[config.mk]
export PLATFORM = sky130hd
export DESIGN_NAME = mhs_top
export DESIGN_NICKNAME = d
export VERILOG_FILES = /design/src/core/mhs_pkg.sv /design/src/core/mhs_top.sv /design/src/core/mhs_edge_flag.sv
export SDC_FILE = /design/constraint.sdc
export NUM_CORES = 1
export LEC_CHECK = 0
export BUFFER_PORTS_ARGS = -buffer_cell sky130_fd_sc_hd__clkbuf_2
export CORE_AREA = 2 2 60 62
export CTS_CLUSTER_SIZE = 8
export DETAILED_ROUTE_END_ITERATION = 8
export DIE_AREA = 0 0 62 64
export PLACE_DENSITY = 0.62
export SETUP_SLACK_MARGIN = 0.3
export SYNTH_ARGS = -nofsm -noshare
export SYNTH_HDL_FRONTEND = slang
export SYNTH_HIERARCHICAL = 1
export SYNTH_SLANG_ARGS = --single-unit
[constraint.sdc]
create_clock -name core_clk -period 1.1 [get_ports core_clk]
set_clock_uncertainty 0.15 [all_clocks]
set_input_delay 0.055 -clock core_clk [delete_from_list [all_inputs] [get_ports core_clk]]
set_output_delay 0.055 -clock core_clk [all_outputs]
set_load 0.01 [all_outputs]
[src/core/mhs_pkg.sv]
// Package for the modem handshake and status block.
// Assumes a single core clock; holds field positions and reset values.
package mhs_pkg;

    // ------------------------------------------------------------
    // Modem status image bit positions
    // ------------------------------------------------------------
    localparam int MHS_MSR_CTS_CHG = 0;
    localparam int MHS_MSR_DSR_CHG = 1;
    localparam int MHS_MSR_DCD_CHG = 3;
    localparam int MHS_MSR_CTS = 4;
    localparam int MHS_MSR_DSR = 5;
    localparam int MHS_MSR_DCD = 7;

    // ------------------------------------------------------------
    // Modem control bit positions and reset values
    // ------------------------------------------------------------
    localparam int MHS_MCR_DTR = 0;
    localparam logic [7:0] MHS_MCR_RESET = 8'h00;
    localparam logic [7:0] MHS_MSR_RESET = 8'h00;
    localparam logic [2:0] MHS_PINS_RESET = 3'h7;
    localparam int MHS_DATA_W = 8;

endpackage

[src/core/mhs_top.sv]
// Modem handshake and status block of a serial controller.
// Assumes host strobes and modem inputs synchronous to core_clk.
//
// Notes on behaviour
// Status bit 4 is inverted clear-to-send.
// Bit 0 flags clear-to-send change since read.
// Clear-to-send never gates the transmitter.
// Status bit 7 is inverted carrier detect.
// Bit 3 flags carrier detect change.
// Carrier detect never gates the receiver.
// Status bit 5 is inverted data-set-ready.
// Bit 1 flags data-set-ready change.
// Interrupt on clear-to-send or carrier change.
// Interrupt on data-set-ready change.
// Terminal-ready pin low when control bit set.
// Master reset forces terminal-ready high.
// Loopback holds terminal-ready high.
// Driver disable low throughout host reads.
// Eight-line bus, driven only during reads.
// Reading modem status clears change flags.
`timescale 1ns/1ps
module mhs_top
    import mhs_pkg::*;
#(
    parameter int DATA_W = MHS_DATA_W
) (
    // Clock and reset
    input wire logic core_clk,
    input wire logic reset_n,
    input wire logic master_reset_in,
    // Host bus
    input wire logic host_rd,
    input wire logic host_wr,
    input wire logic sel_status,
    input wire logic sel_control,
    input wire logic [DATA_W-1:0] data_in,
    output logic [DATA_W-1:0] data_out,
    output logic data_oe_n,
    output logic bus_driver_disable,
    // Configuration
    input wire logic loopback_en,
    input wire logic modem_irq_en,
    // Modem pins
    input wire logic cts_n,
    input wire logic dcd_n,
    input wire logic dsr_n,
    output logic dtr_n,
    // Status towards other blocks
    output logic modem_irq,
    output logic [DATA_W-1:0] modem_status
);

    // ------------------------------------------------------------
    // Change detection
    // ------------------------------------------------------------
    logic rst_all_n;
    logic rd_status;
    logic rd_status_q;
    logic rd_end;
    logic cts_lvl_q;
    logic dcd_lvl_q;
    logic dsr_lvl_q;
    logic cts_change_flag;
    logic carrier_change_flag;
    logic dsr_change_flag;

    assign rst_all_n = reset_n & ~master_reset_in;
    assign rd_status = host_rd & sel_status;
    // Flags clear as the status read ends so the read sees them.
    assign rd_end = rd_status_q & ~rd_status;

    // Status pins feed only status and interrupt logic.
    mhs_edge_flag u_cts (
        .core_clk(core_clk),
        .reset_n(rst_all_n),
        .pin_n(cts_n),
        .clear(rd_end),
        .level_q(cts_lvl_q),
        .flag_q(cts_change_flag)
    );
    mhs_edge_flag u_dcd (
        .core_clk(core_clk),
        .reset_n(rst_all_n),
        .pin_n(dcd_n),
        .clear(rd_end),
        .level_q(dcd_lvl_q),
        .flag_q(carrier_change_flag)
    );
    mhs_edge_flag u_dsr (
        .core_clk(core_clk),
        .reset_n(rst_all_n),
        .pin_n(dsr_n),
        .clear(rd_end),
        .level_q(dsr_lvl_q),
        .flag_q(dsr_change_flag)
    );

    // ------------------------------------------------------------
    // Status image and control
    // ------------------------------------------------------------
    logic [DATA_W-1:0] status_img;
    logic [DATA_W-1:0] mcr_d;
    logic [DATA_W-1:0] mcr_q;
    logic [DATA_W-1:0] status_q;
    logic [DATA_W-1:0] rdata_d;
    logic [DATA_W-1:0] rdata_q;
    logic irq_d;
    logic irq_q;
    logic dtr_d;
    logic dtr_q;
    logic rd_q_d;

    always_comb begin
        status_img = '0;
        status_img[MHS_MSR_CTS] = ~cts_lvl_q;
        status_img[MHS_MSR_DCD] = ~dcd_lvl_q;
        status_img[MHS_MSR_DSR] = ~dsr_lvl_q;
        status_img[MHS_MSR_CTS_CHG] = cts_change_flag;
        status_img[MHS_MSR_DCD_CHG] = carrier_change_flag;
        status_img[MHS_MSR_DSR_CHG] = dsr_change_flag;
    end

    always_comb begin
        mcr_d = mcr_q;
        if (host_wr && sel_control) begin
            mcr_d = data_in;
        end

        dtr_d = loopback_en ? 1'b1 : ~mcr_q[MHS_MCR_DTR];
        // Interrupt held while any change flag stands and enabled.
        irq_d = modem_irq_en & (cts_change_flag | carrier_change_flag | dsr_change_flag);
        rdata_d = rdata_q;
        if (host_rd) begin
            rdata_d = sel_status ? status_img : (sel_control ? mcr_q : '0);
        end
        rd_q_d = rd_status;
    end

    always_ff @(posedge core_clk) begin
        if (!rst_all_n) begin
            mcr_q <= MHS_MCR_RESET;
            status_q <= MHS_MSR_RESET;
            rdata_q <= '0;
            irq_q <= 1'b0;
            dtr_q <= 1'b1;
            rd_status_q <= 1'b0;
        end else begin
            mcr_q <= mcr_d;
            status_q <= status_img;
            rdata_q <= rdata_d;
            irq_q <= irq_d;
            dtr_q <= dtr_d;
            rd_status_q <= rd_q_d;
        end
    end

    // ------------------------------------------------------------
    // Outputs
    // ------------------------------------------------------------
    assign data_out = host_rd ? rdata_d : rdata_q;
    assign data_oe_n = ~host_rd;
    assign bus_driver_disable = ~host_rd;
    assign dtr_n = dtr_q;
    assign modem_irq = irq_q;
    assign modem_status = status_q;

endmodule

[src/core/mhs_edge_flag.sv]
// Change-detect flag for one active-low modem status input.
// Assumes the input is already synchronous to core_clk.
`timescale 1ns/1ps
module mhs_edge_flag
    import mhs_pkg::*;
(
    // Clock and reset
    input wire logic core_clk,
    input wire logic reset_n,
    // Status input and clear
    input wire logic pin_n,
    input wire logic clear,
    // Results
    output logic level_q,
    output logic flag_q
);

    logic level_d;
    logic flag_d;

    // ------------------------------------------------------------
    // Next state
    // ------------------------------------------------------------
    always_comb begin
        level_d = pin_n;
        // A change arriving in the clearing cycle is kept.
        if (pin_n != level_q) begin
            flag_d = 1'b1;
        end else if (clear) begin
            flag_d = 1'b0;
        end else begin
            flag_d = flag_q;
        end
    end

    // ------------------------------------------------------------
    // Registers
    // ------------------------------------------------------------
    always_ff @(posedge core_clk) begin
        if (!reset_n) begin
            level_q <= 1'b1;
            flag_q <= 1'b0;
        end else begin
            level_q <= level_d;
            flag_q <= flag_d;
        end
    end

endmodule

* Word-level counts from Yosys, hierarchy flattened
Index checks and enable logic that the tools add are counted.
** Cells by class
- Bitwise logic cells :: 14
- Multiplexer cells :: 8
- Eq/ne operators :: 3
- Reduce and logical (&&, ||, !) cells :: 5
** Operator list (number)
- 8-bit two-way mux :: 4
- 1-bit inverter :: 8
- 2-bit nonzero test :: 3
- 1-bit AND :: 4
- 1-bit two-way mux :: 4
- 1-bit inequality test :: 3
- 1-bit OR :: 2
- 2-bit OR reduction :: 1
- 1-bit logical AND :: 1
** Storage, ports and cells
- Logic and storage cells :: 43
- Output and inout port bits :: 20
- Register bits :: 33

* Depth between registers and ports, before layout
- Depth in word-level cells :: 5
- Gate-level depth with buffers :: 5
- Depth with buffers taken out :: 3

* Modules after synthesis
The synthesis kept the hierarchy.
** By module, submodules not included
- mhs_top :: area an instance 1086.0 um^2, instances 1, cells each 114
- mhs_edge_flag :: area an instance 68.8 um^2, instances 3, cells each 6

* Worst setup path after synthesis
Ideal clock, no wire load.
- Path kind :: register -> register
- Start point :: reg u_cts.level_q
- End point :: reg rdata_q[4]
- Setup slack :: 86 ps
- Clock period less this slack :: 1014 ps
- Data required time :: 862 ps
- Library setup time :: 88 ps
- Buffers on the path :: 0
- Stages on the path, launching flop included :: 3
- Arrival :: 776 ps
- Path through :: dfxtp_1 or2b_1 a311oi_2
** Between the ends
- Cells in the longest elaborated chain, start to end :: 3
** Ends and longest elaborated chain
- from (decl) :: RTL line mhs_edge_flag.sv:14 : output logic level_q,
- from (signal assigned) :: RTL line mhs_edge_flag.sv:44 : level_q <= level_d;
- 1-bit inverter :: RTL line mhs_top.sv:115 : status_img[MHS_MSR_CTS] = ~cts_lvl_q;
- 8-bit two-way mux :: RTL line mhs_top.sv:134 : rdata_d = sel_status ? status_img : (sel_control ? mcr_q : '0);
- 8-bit two-way mux :: RTL line mhs_top.sv:133 : if (host_rd) begin
- to (signal assigned) :: RTL line mhs_top.sv:150 : rdata_q <= rdata_d;
- to (decl) :: RTL line mhs_top.sv:106 : logic [DATA_W-1:0] rdata_q;
No other way between the ends.
A chain may end at the register's enable or synchronous reset.

* Worst setup path after layout
- Start point :: reg u_dsr.level_q
- End point :: out data_out[5]
** Between the ends
- Cells in the longest elaborated chain, start to end :: 4
** Ends and longest elaborated chain
- from (decl) :: RTL line mhs_edge_flag.sv:14
- from (signal assigned) :: RTL line mhs_edge_flag.sv:44
- 1-bit inverter :: RTL line mhs_top.sv:117 : status_img[MHS_MSR_DSR] = ~dsr_lvl_q;
- 8-bit two-way mux :: RTL line mhs_top.sv:134
- 8-bit two-way mux :: RTL line mhs_top.sv:133
- 8-bit two-way mux :: RTL line mhs_top.sv:160 : assign data_out = host_rd ? rdata_d : rdata_q;
- to (decl) :: RTL line mhs_top.sv:37 : output logic [DATA_W-1:0] data_out,
No other way between the ends.

==> results.md <==
* Status: complete, but fails checks
* Failing checks: hold timing, setup timing
* DRC at 0
* Setup Viol. Count Final at 12
* Initial antenna violation count at 0
* Hold crit path type: input port to flop
* Clock sink total at 31
* Post-route total power at 0.002491 W
* Site Rows at 21
* Multi-input gate area at 740.7 um2
* Sequential share of the synthesized area at 0.4802
* Simple-Gate Fraction of Synth Area at 0.2052
* Synth Warn # at 6
* CP delay by family, top: flip-flops
* Sequential Area at 644.4 um2
* Pin count of the biggest net entering global routing at 20
* Max frequency at 710.3 MHz
* Share of layout cells above drive strength 1 at 0.6146
* Synth Area in XOR/XNOR at 0.02033
* P&R area growth vs syn at 66.31%
* Hold_buf cts at 11
* Final worst slack at -0.3079 ns
* DR vias at around 1.2k
* Slew Limit Fails at 0
* Syn_area_per_cell at 9.792 um2
* Final Instance Area at 2150 um2
* Die Area at 3968 um2
* # port buffers at 37
* Final core area utilization at 0.6545
* Placed cell areas at 1599 um2
* Final Wtd Congestion at 0.7079
* Clock Latency Late Sink at roughly 0.33 ns
* Crit path largest cell delay at 0.33 ns
* Leakage at 0.9080 nW
* CTS max path bufs at 2
* Final Critical Period at 1.408 ns
* Setup crit start kind: flop
* Die H at approximately 64 um
* Antenna diodes at 0
* Worst Setup End Kind: output pin
* Compound-Gate Fraction of Synth Area at 0.2159
* Post-Synthesis Cells at roughly 130
* Max-Cap Viols at 0
* Post-Syn Area at 1292 um2
* VDD IR-drop max at about 850 uV
* Clock root buffer: clkbuf_4
* DR pass1 iterations at 3
* Crit path kind: flop to output pin
* Hpwl dp at 2057 um
* Die span in x at 62 um
* Required @ worst endpoint at 0.89 ns
* FILL cells at ~270
* Layout Nets at 224
* Total track usage at 0.1751
* Mux cell area share after synthesis at 0
* Critical Path Fanout Max at 2
* RSZ-0062 raised after global routing: yes
* Initial DRC count at 20
* Final Hold Vio Count at 8
* Synth unique cells at 24
* CP cell instances: or2b_1 > a31oi_2 > buf_2
* CTS tree: built
* Post-Synth Adder-Cell Area at 0
* WL final at roughly 3400 um
* Arrival time at the worst endpoint at 1.20 ns
* Seq cells post-synth at 31
* Clock-pin slew of the registers on the worst-case setup and hold paths at 0.10 ns
* Core area at about 3300 um2
* Number of I/O pins at 40
* WL/cell at 13.37 um
* Crit path buf inv count at 1
* Largest family of logic cells by synthesized area: compound AO/OA/AOI/OAI gates
* First-pass GRT wire length at around 5100 um
* Cell Pwr Density at 1159 nW/um2
* Slowest-stage cell, CP: dfxtp_2
* Initial Util at 0.3935
* Vias in the first global route at 1,152
* Period utilization at 1.280
* Setup TNS at -2.107 ns
* GRT overflow at 0
* Final ANT Viol Nets at 0
* Vias per cell at about 4.8
* # H-tree levels at 2
* CTS buffer count at 5
* Worst hold slack at -0.1978 ns
[power breakdown]
part           leakage [nW]  internal, W  switching, W
combinational         0.601     0.000204      0.000181
clock                0.0482     0.000537      0.000395
sequential            0.258      0.00116     0.0000176
[timing repair]
item,4_1_cts,5_1_grt
cloned,0,0
gates resized for setup,26,46
hold endpoints to repair,17,7
setup endpoints to repair,38,43
setup buffers,13,8
pin swaps,14,8
[layout make-up]
class	instances	share of cell area
sequential	31	0.2998
clock inverter	2	0.01630
multi-input combinational	87	0.3446
clock buffer	6	0.02386
tap	46	0.02678
timing repair buffer	77	0.2852
inverter	2	0.003492
[per-layer routing]
metal	up-vias	wire length, um	track usage
met5	-	0	0
met3	5	146	0.06680
met2	28	1719	0.2799
li1	602	-	-
met1	577	1444	0.2113
met4	0	46	0.05585
[flip-flops by register name, indices dropped and copies added, names as in the netlist]
register	flops
dtr_n	1
mcr_q	8
modem_irq	1
modem_status	6
rd_status_q	1
rdata_q	8
u_cts/flag_q	1
u_cts/level_q	1
u_dcd/flag_q	1
u_dcd/level_q	1
u_dsr/flag_q	1
u_dsr/level_q	1
[kinds of logic after synthesis]
| family | count (synthesis) |
|---|---|
| AO/OA/AOI/OAI | 35 |
| XOR/XNOR | 3 |
| buffers and inverters | 15 |
| flip-flops | 31 |
| other | 1 |
| AND/OR/NAND/NOR | 47 |
[worst reg2reg max path: stages, from the launching register on]
cell	delay, ns
dfxtp_2	0.34
nand3b_1	0.11
buf_4	0.16
buf_6	0.11
buf_6	0.10
a311oi_2	0.19
[cell usage after synthesis]
cell type,count,share of area
xnor2_1,3,0.020
a311oi_2,3,0.035
nor2_1,9,0.026
a21oi_1,10,0.039
buf_2,6,0.023
inv_1,2,0.0058
and2_1,3,0.015
o311a_1,1,0.0077
a31oi_1,6,0.029
and3_1,1,0.0048
dfxtp_1,31,0.48
buf_6,2,0.017
nand3_1,8,0.031
buf_4,5,0.029
nand3b_1,7,0.041
or2b_1,2,0.012
a21boi_1,3,0.017
nand4b_1,2,0.014
a21boi_0,1,0.0058
nand2b_1,10,0.048
nand2_1,5,0.015
conb_1,1,0.0029
a21bo_1,8,0.062
a311oi_1,3,0.020
[final timing paths]
path                 startpoint  cells past startpoint             to  slack (ns)
setup / recovery  u_dsr/level_q                      3    data_out[5]       -0.31
hold / removal            dcd_n                      2  u_dcd/level_q       -0.20
setup reg to reg       mcr_q[1]                      5     rdata_q[1]       -0.15
hold reg to reg      rdata_q[6]                      2     rdata_q[6]        0.34
[metrics by stage]
stage	setup WS, ns	instances
after global placement	0.02363	212
after global routing	-0.3690	251
after detailed placement	-0.03257	212
after floorplan	0.09875	133
after CTS	-0.3148	244
final	-0.3079	251
[placed cells by master (no fill, tap or decap), drive strengths merged, types with 3 or more instances in the layout]
cell type	count
nand3b	7
dlygate4sd3	10
nand2b	10
a21bo	8
a31oi	6
and2	3
nor2	9
a311oi	6
nand3	8
nand2	5
a21oi	10
clkbuf	26
dfxtp	31
buf	47
xnor2	3
a21boi	4
Power figures use the tool's default switching activity.
